`src/verilog/vov_pkg.sv`:
```
// vov_pkg: constants for the vertical overflow and row scan block.
// assumes an indexed register port on the character clock domain.
//
// Function
// - sync start = low byte, bits 7,2
// - display end = low byte, bits 6,1
// - vertical total = low byte, bits 5,0
// - line compare = low byte, bit 4, height bit 6
// - address counter zeroed at line compare
// - blank start = low byte, bit 3, height bit 5
// - active area starts line zero, end index
// - sync begins on line equal start
// - blanking begins on line equal start
// - overflow bits protected except bit four
// - overflow bits five and zero reset zero
// - byte panning shifts zero to three characters
// - nine dot disable forces eight pixel step
// - fine pixel shift added to coarse shift
// - preset row scan selects first box line
// - preset register bit seven reads zero
// - seven bit index selects data register
// - double scanning halves row scan clock
package vov_pkg;
  localparam logic [6:0] IDX_VTOTAL = 7'h06;
  localparam logic [6:0] IDX_OVERFLOW = 7'h07;
  localparam logic [6:0] IDX_PRESET = 7'h08;
  localparam logic [6:0] IDX_HEIGHT = 7'h09;
  localparam logic [6:0] IDX_VSYNC = 7'h10;
  localparam logic [6:0] IDX_VDISP = 7'h12;
  localparam logic [6:0] IDX_VBLANK = 7'h15;
  localparam logic [6:0] IDX_SPLIT = 7'h18;
  // overflow field positions
  localparam int OV_VT8 = 0;
  localparam int OV_VDE8 = 1;
  localparam int OV_VSS8 = 2;
  localparam int OV_VBS8 = 3;
  localparam int OV_LC8 = 4;
  localparam int OV_VT9 = 5;
  localparam int OV_VDE9 = 6;
  localparam int OV_VSS9 = 7;
  // height control field positions
  localparam int HC_VBS9 = 5;
  localparam int HC_LC9 = 6;
  localparam int HC_DSCAN = 7;
  // overflow bits under group 0 protection (all but bit 4)
  localparam logic [7:0] OV_PROT_MASK = 8'hef;
  localparam logic [7:0] OV_RESET = 8'h00;
  localparam logic [7:0] HC_RESET = 8'h00;
  localparam logic [7:0] PRESET_RD_MASK = 8'h7f;
  localparam logic [5:0] STEP_NINE = 6'h09;
  localparam logic [5:0] STEP_EIGHT = 6'h08;
  localparam logic [9:0] LINE_ZERO = 10'h000;
endpackage : vov_pkg

```
`src/verilog/vov_compose.sv`:
```
// vov_compose: builds the five 10-bit vertical values from register bits.
// assumes registers come from flip-flops in the same clock domain.
`timescale 1ns/1ps
module vov_compose (
  input wire logic [7:0] ovf,
  input wire logic [7:0] hgt,
  input wire logic [7:0] vt_lo,
  input wire logic [7:0] vde_lo,
  input wire logic [7:0] vss_lo,
  input wire logic [7:0] vbs_lo,
  input wire logic [7:0] lc_lo,
  output logic [9:0] v_total,
  output logic [9:0] v_disp_end,
  output logic [9:0] v_sync_start,
  output logic [9:0] v_blank_start,
  output logic [9:0] line_cmp
);
  // purely combinational so a write shows on the next compare
  // total bits
  assign v_total = {ovf[vov_pkg::OV_VT9], ovf[vov_pkg::OV_VT8], vt_lo};
  assign v_disp_end = {ovf[vov_pkg::OV_VDE9], ovf[vov_pkg::OV_VDE8], vde_lo};
  assign v_sync_start = {ovf[vov_pkg::OV_VSS9], ovf[vov_pkg::OV_VSS8],
                         vss_lo};
  assign v_blank_start = {hgt[vov_pkg::HC_VBS9], ovf[vov_pkg::OV_VBS8],
                          vbs_lo};
  assign line_cmp = {hgt[vov_pkg::HC_LC9], ovf[vov_pkg::OV_LC8], lc_lo};
endmodule : vov_compose

```
`src/verilog/vov_pan.sv`:
```
// vov_pan: total horizontal pixel shift from coarse and fine panning.
// assumes pan fields come from registers on the same clock.
`timescale 1ns/1ps
module vov_pan (
  input wire logic [1:0] byte_pan,
  input wire logic nine_dot,
  input wire logic nine_dot_disable,
  input wire logic [3:0] fine_shift,
  output logic [5:0] pixel_shift
);
  logic [5:0] step;
  logic [5:0] coarse;
  assign step = (nine_dot && !nine_dot_disable) ? vov_pkg::STEP_NINE
                                                : vov_pkg::STEP_EIGHT;
  assign coarse = 6'((byte_pan[0] ? step : 6'h00)
                   + (byte_pan[1] ? 6'(step << 1) : 6'h00));
  // add fine shift; max 27+15 fits six bits
  assign pixel_shift = 6'(coarse + {2'h0, fine_shift});
endmodule : vov_pan

```
`src/verilog/vov_timing.sv`:
```
// vov_timing: vertical overflow/row scan registers and vertical counters.
// assumes an indexed data port; line_end pulses once per scan line, from
// the horizontal timing logic on mclk.
`timescale 1ns/1ps
module vov_timing (
  input wire logic mclk,
  input wire logic reset,
  input wire logic clk_en,
  input wire logic idx_wr,
  input wire logic [7:0] idx_wdata,
  output logic [7:0] idx_rdata,
  input wire logic data_wr,
  input wire logic data_rd,
  input wire logic [7:0] data_wdata,
  output logic [7:0] data_rdata,
  input wire logic group0_protect,
  input wire logic [7:0] vertical_total_low_byte,
  input wire logic [7:0] vertical_sync_start_low_byte,
  input wire logic [7:0] vertical_display_end_low_byte,
  input wire logic [7:0] vertical_blank_start_low_byte,
  input wire logic [7:0] split_line_low_byte,
  input wire logic [3:0] fine_pixel_shift,
  input wire logic nine_dot_mode,
  input wire logic nine_dot_disable,
  input wire logic line_end,
  output logic [9:0] scan_line,
  output logic [4:0] row_scan,
  output logic display_active,
  output logic vsync,
  output logic vblank,
  output logic mem_addr_zero,
  output logic split_active,
  output logic frame_start,
  output logic [5:0] pixel_shift,
  output logic [9:0] v_total,
  output logic [9:0] v_disp_end,
  output logic [9:0] v_sync_start,
  output logic [9:0] v_blank_start,
  output logic [9:0] line_cmp
);
  typedef enum logic [1:0] {
    VOV_ACTIVE,
    VOV_BORDER,
    VOV_SYNC
  } vov_phase_e;

  typedef struct packed {
    logic [6:0] index;
    logic [7:0] overflow;
    logic [7:0] preset;
    logic [7:0] height;
    logic [7:0] rdata;
    logic [9:0] line;
    logic [4:0] row;
    logic dscan_half;
    logic split;
    logic zero_pulse;
    logic frame_pulse;
    logic vsync;
    logic vblank;
    vov_phase_e phase;
  } vov_state_s;

  vov_state_s st_q;
  vov_state_s st_d;

  // line-match helper, used by every vertical compare
  function automatic logic at_line(input logic [9:0] cnt,
                                   input logic [9:0] val);
    at_line = (cnt == val);
  endfunction : at_line

  function automatic logic [7:0] reg_read(input vov_state_s s,
                                          input logic [6:0] idx);
    case (idx)
      vov_pkg::IDX_OVERFLOW: reg_read = s.overflow;
      vov_pkg::IDX_PRESET: reg_read = s.preset & vov_pkg::PRESET_RD_MASK;
      vov_pkg::IDX_HEIGHT: reg_read = s.height;
      default: reg_read = 8'h00;
    endcase
  endfunction : reg_read

  vov_compose u_compose (
    .ovf(st_q.overflow),
    .hgt(st_q.height),
    .vt_lo(vertical_total_low_byte),
    .vde_lo(vertical_display_end_low_byte),
    .vss_lo(vertical_sync_start_low_byte),
    .vbs_lo(vertical_blank_start_low_byte),
    .lc_lo(split_line_low_byte),
    .v_total(v_total),
    .v_disp_end(v_disp_end),
    .v_sync_start(v_sync_start),
    .v_blank_start(v_blank_start),
    .line_cmp(line_cmp)
  );

  vov_pan u_pan (
    .byte_pan(st_q.preset[6:5]),
    .nine_dot(nine_dot_mode),
    .nine_dot_disable(nine_dot_disable),
    .fine_shift(fine_pixel_shift),
    .pixel_shift(pixel_shift)
  );

  logic last_line;
  logic row_tick;
  logic [4:0] row_first;
  logic [4:0] row_max;
  logic [9:0] next_line;

  // wrap at total; total holds lines minus two, so last index is +1
  assign last_line = at_line(st_q.line, 10'(v_total + 10'h001));
  assign next_line = last_line ? vov_pkg::LINE_ZERO
                               : 10'(st_q.line + 10'h001);
  assign row_tick = line_end &&
                    (!st_q.height[vov_pkg::HC_DSCAN] || st_q.dscan_half);
  assign row_max = st_q.height[4:0];
  assign row_first = st_q.preset[4:0];

  // next-state for registers and counters
  always_comb begin
    st_d = st_q;
    st_d.zero_pulse = 1'b0;
    st_d.frame_pulse = 1'b0;
    if (idx_wr) begin
      st_d.index = idx_wdata[6:0];
    end
    if (data_wr) begin
      case (st_q.index)
        vov_pkg::IDX_OVERFLOW: begin
          if (group0_protect) begin
            st_d.overflow = (st_q.overflow & vov_pkg::OV_PROT_MASK) |
                            (data_wdata & ~vov_pkg::OV_PROT_MASK);
          end else begin
            st_d.overflow = data_wdata;
          end
        end
        vov_pkg::IDX_PRESET: st_d.preset = data_wdata;
        vov_pkg::IDX_HEIGHT: st_d.height = data_wdata;
        default: ;
      endcase
    end
    if (data_rd) begin
      st_d.rdata = reg_read(st_q, st_q.index);
    end
    if (line_end) begin
      st_d.line = next_line;
      st_d.dscan_half = ~st_q.dscan_half;
      if (last_line) begin
        // new frame: line zero active, top row begins at preset scan
        // start line zero
        st_d.frame_pulse = 1'b1;
        st_d.row = row_first;
        st_d.split = 1'b0;
        st_d.dscan_half = 1'b0;
        st_d.phase = VOV_ACTIVE;
        st_d.vsync = 1'b0;
        st_d.vblank = 1'b0;
      end else begin
        if (row_tick) begin
          if (st_q.row >= row_max) begin
            st_d.row = 5'h00;
          end else begin
            st_d.row = 5'(st_q.row + 5'h01);
          end
        end
        if (at_line(next_line, line_cmp)) begin
          st_d.split = 1'b1;
          st_d.zero_pulse = 1'b1;
          st_d.row = 5'h00;
        end
        if (at_line(next_line, v_blank_start)) begin
          st_d.vblank = 1'b1;
        end
        if (at_line(next_line, v_sync_start)) begin
          st_d.vsync = 1'b1;
          // sync inside the active area must not cut the display short
          if (st_q.phase != VOV_ACTIVE) begin
            st_d.phase = VOV_SYNC;
          end
        end
        case (st_q.phase)
          VOV_ACTIVE: begin
            if (at_line(st_q.line, v_disp_end)) begin
              st_d.phase = VOV_BORDER;
            end
          end
          VOV_BORDER: ;
          VOV_SYNC: ;
          default: st_d.phase = VOV_BORDER;
        endcase
      end
    end
  end

  // state register; clk_en freezes everything
  always_ff @(posedge mclk) begin
    if (reset) begin
      st_q <= '0;
      st_q.overflow <= vov_pkg::OV_RESET;
      st_q.height <= vov_pkg::HC_RESET;
      st_q.phase <= VOV_ACTIVE;
    end else if (clk_en) begin
      st_q <= st_d;
    end
  end

  assign scan_line = st_q.line;
  assign row_scan = st_q.row;
  assign display_active = (st_q.phase == VOV_ACTIVE);
  assign vsync = st_q.vsync;
  assign vblank = st_q.vblank;
  assign mem_addr_zero = st_q.zero_pulse;
  assign split_active = st_q.split;
  assign frame_start = st_q.frame_pulse;
  assign data_rdata = st_q.rdata;
  assign idx_rdata = {1'b0, st_q.index};
endmodule : vov_timing

```
`config.mk`:
```
export PLATFORM = sky130hd
export DESIGN_NAME = vov_timing
export DESIGN_NICKNAME = d
export VERILOG_FILES = /design/src/verilog/vov_pkg.sv /design/src/verilog/vov_compose.sv /design/src/verilog/vov_pan.sv /design/src/verilog/vov_timing.sv
export SDC_FILE = /design/constraint.sdc
export NUM_CORES = 1
export LEC_CHECK = 0
export BUFFER_PORTS_ARGS = -buffer_cell sky130_fd_sc_hd__clkbuf_2
export CORE_ASPECT_RATIO = 1.2
export CORE_MARGIN = 8
export CORE_UTILIZATION = 35
export DETAILED_ROUTE_END_ITERATION = 16
export PLACE_DENSITY = 0.67
export SLEW_MARGIN = 20
export SYNTH_ARGS = -nofsm -noshare
export SYNTH_HDL_FRONTEND = slang
export SYNTH_SLANG_ARGS = --single-unit
```
`constraint.sdc`:
```
create_clock -name mclk -period 3.5 [get_ports mclk]
set_input_delay 0.7 -clock mclk [delete_from_list [all_inputs] [get_ports mclk]]
set_output_delay 0.7 -clock mclk [all_outputs]
set_load 0.03 [all_outputs]
```
==> impl_metrics.csv <==
group,metric,value,unit
floorplanning,core,13600,um^2
sta,setup_slack,0.226,ns
yosys,ys.flop_type,"dfxtp_1",
grt,antenna_found_initial,0,
floorplanning,rows,47,
critical_path,crit_family,"compound AO/OA/AOI/OAI gates",
layout,layout_common_cells,"clkbuf_2 (160), dfxtp_1 (61), nand2_1 (55)",
critical_path,max_stage_delay,0.40,ns
placed_design,dp_worst_setup_slack,-0.265,ns
yosys,synth_warnings,0,
placed_design,place.gp.congestion,0.827,
sta,fin_crit,3.27,ns
critical_path,cp_slowest_cell,"a2111oi_4",
pwr,power.total,0.00196,W
placed_design,dp.cells,882,
pwr,power.leakage,2.59,nW
critical_path,crit_buf_inv,4,
route,antenna_left,0,
sta,finalHoldViolCount,0,
floorplanning,start_util,35.2,%
clocking,clk_pin_slew,0.05,ns
floorplanning,dieArea,17700,um^2
floorplanning,io_pins,163,
route,via_count,4643,
pwr,powerDensity,340,nW/um^2
clocking,cts_buffer_depth,2,
critical_path,startpoint_type,"input pin",
grt,grt_pass1_wl,22900,um
critical_path,path_max_fanout,8,
placed_design,port_buffers,160,
clocking,clock-sinks,61,
yosys,ys_ff_latch,61,
route,viasPerCell,5.16,
yosys,avgSynthCellArea,7.75,um^2
clocking,insertion_delay,0.33,ns
yosys,seq_area_frac_synth,25.5,%
critical_path,worstPathRequired,3.73,ns
sta,finalSetupTns,0,ns
sta,clock.fmax,0.305,GHz
sta,max_slew_margin,34.6,%
critical_path,cp_common_cell,"buf_4",
critical_path,cp-end-kind,"flip-flop",
sta,skew,0.00897,ns
sta,grt_setup_unrepaired,"false",
layout,finalNonFillerCells,899,
outcome,status,"complete, no violations",
yosys,synth_edf_count,0,
clocking,tritoncts,"built",
layout,final_common_cell,"clkbuf_2",
clocking,cts-root-buf,"clkbuf_16",
hold_path,hp-class,"reg2reg",
layout,syn_to_final_growth,20.5,%
floorplanning,fp.dieW,123,um
clocking,cts_buffers,9,
sta,drv_slew,0,
sta,holdWs,0.459,ns
critical_path,arrival,3.51,ns
route,wire_per_inst,16.7,um
yosys,async_flop_share,0,%
route,drt_wl_total,15000,um
layout,nFillCells,1375,
grt,grt_max_degree,49,
layout,nets,807,
floorplanning,die_h,144,um
grt,grt_use_total,16.5,%
clocking,h-tree-depth,3,
route,drcViolationCount,0,
yosys,syn_area,4780,um^2
critical_path,crit_type,"in2reg",
sta,worstMarginPinSlew,0.981,ns
layout,final_layout_size_suffix_gt1_share,32.7,%
route,first_iter_violations,278,
run,maxCapViolCount,0,
route,firstDrtPassIters,5,
sta,setup_viol,0,
yosys,syn_nets,701,
grt,grt_pass1_vias,4498,
critical_path,crit_chain,"clkbuf_2 -> ha_2 -> buf_4 -> and2_1 -> nand4_1 -> and4_4 -> a2111oi_4 -> buf_6 -> a21boi_1 -> o2111ai_2 -> nand3_2 -> buf_4 -> a2111oi_0 -> o21ai_0 -> a31oi_1",
grt,grt.overflow.total,0,
layout,diodes,0,
placed_design,dpl.hpwl,11900,um
yosys,synth.distinct_cells,64,
pwr,peakVddDrop,0.000196,V
sta,fin_crit_sh,93.6,%
yosys,syn_inst,617,
-- timing repair --
item                                    in CTS  in global routing
endpoints found under the setup margin       0                  8
gates resized for setup                      0                  9
hold buffers                                 0                  0
buffers inserted                             0                  1
-- registers in the layout, summed over array words and instances (netlist names) --
signal	flops
data_rdata	8
frame_start	1
idx_rdata	7
mem_addr_zero	1
row_first	5
row_max	5
row_scan	5
scan_line	10
split_active	1
st_q	16
vblank	1
vsync	1
-- power by group --
part	switching [W]	total [W]	internal, W
clock network	0.000311	0.000919	0.000608
registers	0.00000884	0.000712	0.000703
logic	0.000206	0.000327	0.000121
total	0.000526	0.00196	0.00143
-- path summary, 6_finish.rpt --
| kind | cells after the start | slack, ns | to | from |
|---|---|---|---|---|
| worst max-delay path | 15 | 0.23 | row_scan[2] | vertical_total_low_byte[1] |
| worst min register to register | 2 | 0.46 | data_rdata[3] | data_rdata[3] |
| worst max register to register | 12 | 0.37 | row_scan[2] | scan_line[6] |
| worst min-delay path | 2 | 0.46 | data_rdata[3] | data_rdata[3] |
-- area by class of cell --
class | count | area, um^2 | share of cell area, %
flip-flops and latches | 61 | 1220 | 21.2
clock inverters | 3 | 42.5 | 0.738
repair buffers | 206 | 1150 | 19.9
clock buffers | 13 | 270 | 4.69
multi-input cells | 421 | 2780 | 48.2
inverters | 24 | 90.1 | 1.56
well taps | 171 | 214 | 3.71
-- through the flow --
stage	utilization (%)	instance area [um^2]
3_3_place_gp	39.8	5400
4_1_cts	42.1	5720
3_5_place_dp	39.8	5400
2_1_floorplan	-	4780
5_1_grt	42.4	5760
6_report	42.4	5760
-- cell usage after synthesis (all sizes together) (4+ instances only) --
| master | instances | area, um^2 |
|---|---|---|
| and3 | 8 | 50.1 |
| and4 | 5 | 46.3 |
| ha | 13 | 163 |
| a32oi | 4 | 35.0 |
| buf | 86 | 641 |
| dfxtp | 61 | 1220 |
| a21oi | 45 | 225 |
| nand4 | 8 | 50.1 |
| a2111oi | 4 | 53.8 |
| nand3 | 27 | 145 |
| and2 | 5 | 33.8 |
| nor4b | 5 | 43.8 |
| xnor2 | 24 | 210 |
| clkbuf | 25 | 93.8 |
| xor2 | 26 | 228 |
| mux2i | 16 | 160 |
| nor3 | 12 | 60.1 |
| nor4 | 5 | 31.3 |
| nand2 | 55 | 206 |
| a31oi | 12 | 75.1 |
| a222oi | 7 | 70.1 |
| nand2b | 14 | 87.6 |
| o21ai | 15 | 75.1 |
| o32ai | 7 | 61.3 |
| nor2b | 5 | 31.3 |
| inv | 24 | 90.1 |
| nor2 | 52 | 198 |
-- routing by layer --
layer	up-vias	GRT usage, %	wire length (um)
met1	2167	18.9	5960
met5	-	0	0
li1	2316	-	-
met3	19	5.08	1320
met4	0	5.91	309
met2	141	28.1	7400
-- cell families after synthesis --
family | count (synthesis) | share of synthesized area (%)
AOI/OAI and AO/OA | 125 | 17.8
xor gates and xnor gates | 51 | 9.62
adders and majority gates | 14 | 3.82
buffers and inverters | 135 | 17.2
DFF | 61 | 25.5
muxes | 16 | 3.35
other | 1 | 0.0784
and+or+nand+nor | 214 | 22.6
-- worst register-to-register path: stages, from the launching register on --
cell and delay [ns]:
dfxtp_1 0.46, xor2_1 0.15, or4_1 0.42, and4_4 0.19, a2111oi_4 0.40, buf_6 0.19, a21boi_1 0.09, o2111ai_2 0.21
nand3_2 0.09, buf_4 0.16, a2111oi_0 0.37, o21ai_0 0.13, a31oi_1 0.17
Power figures use the tool's default switching activity.
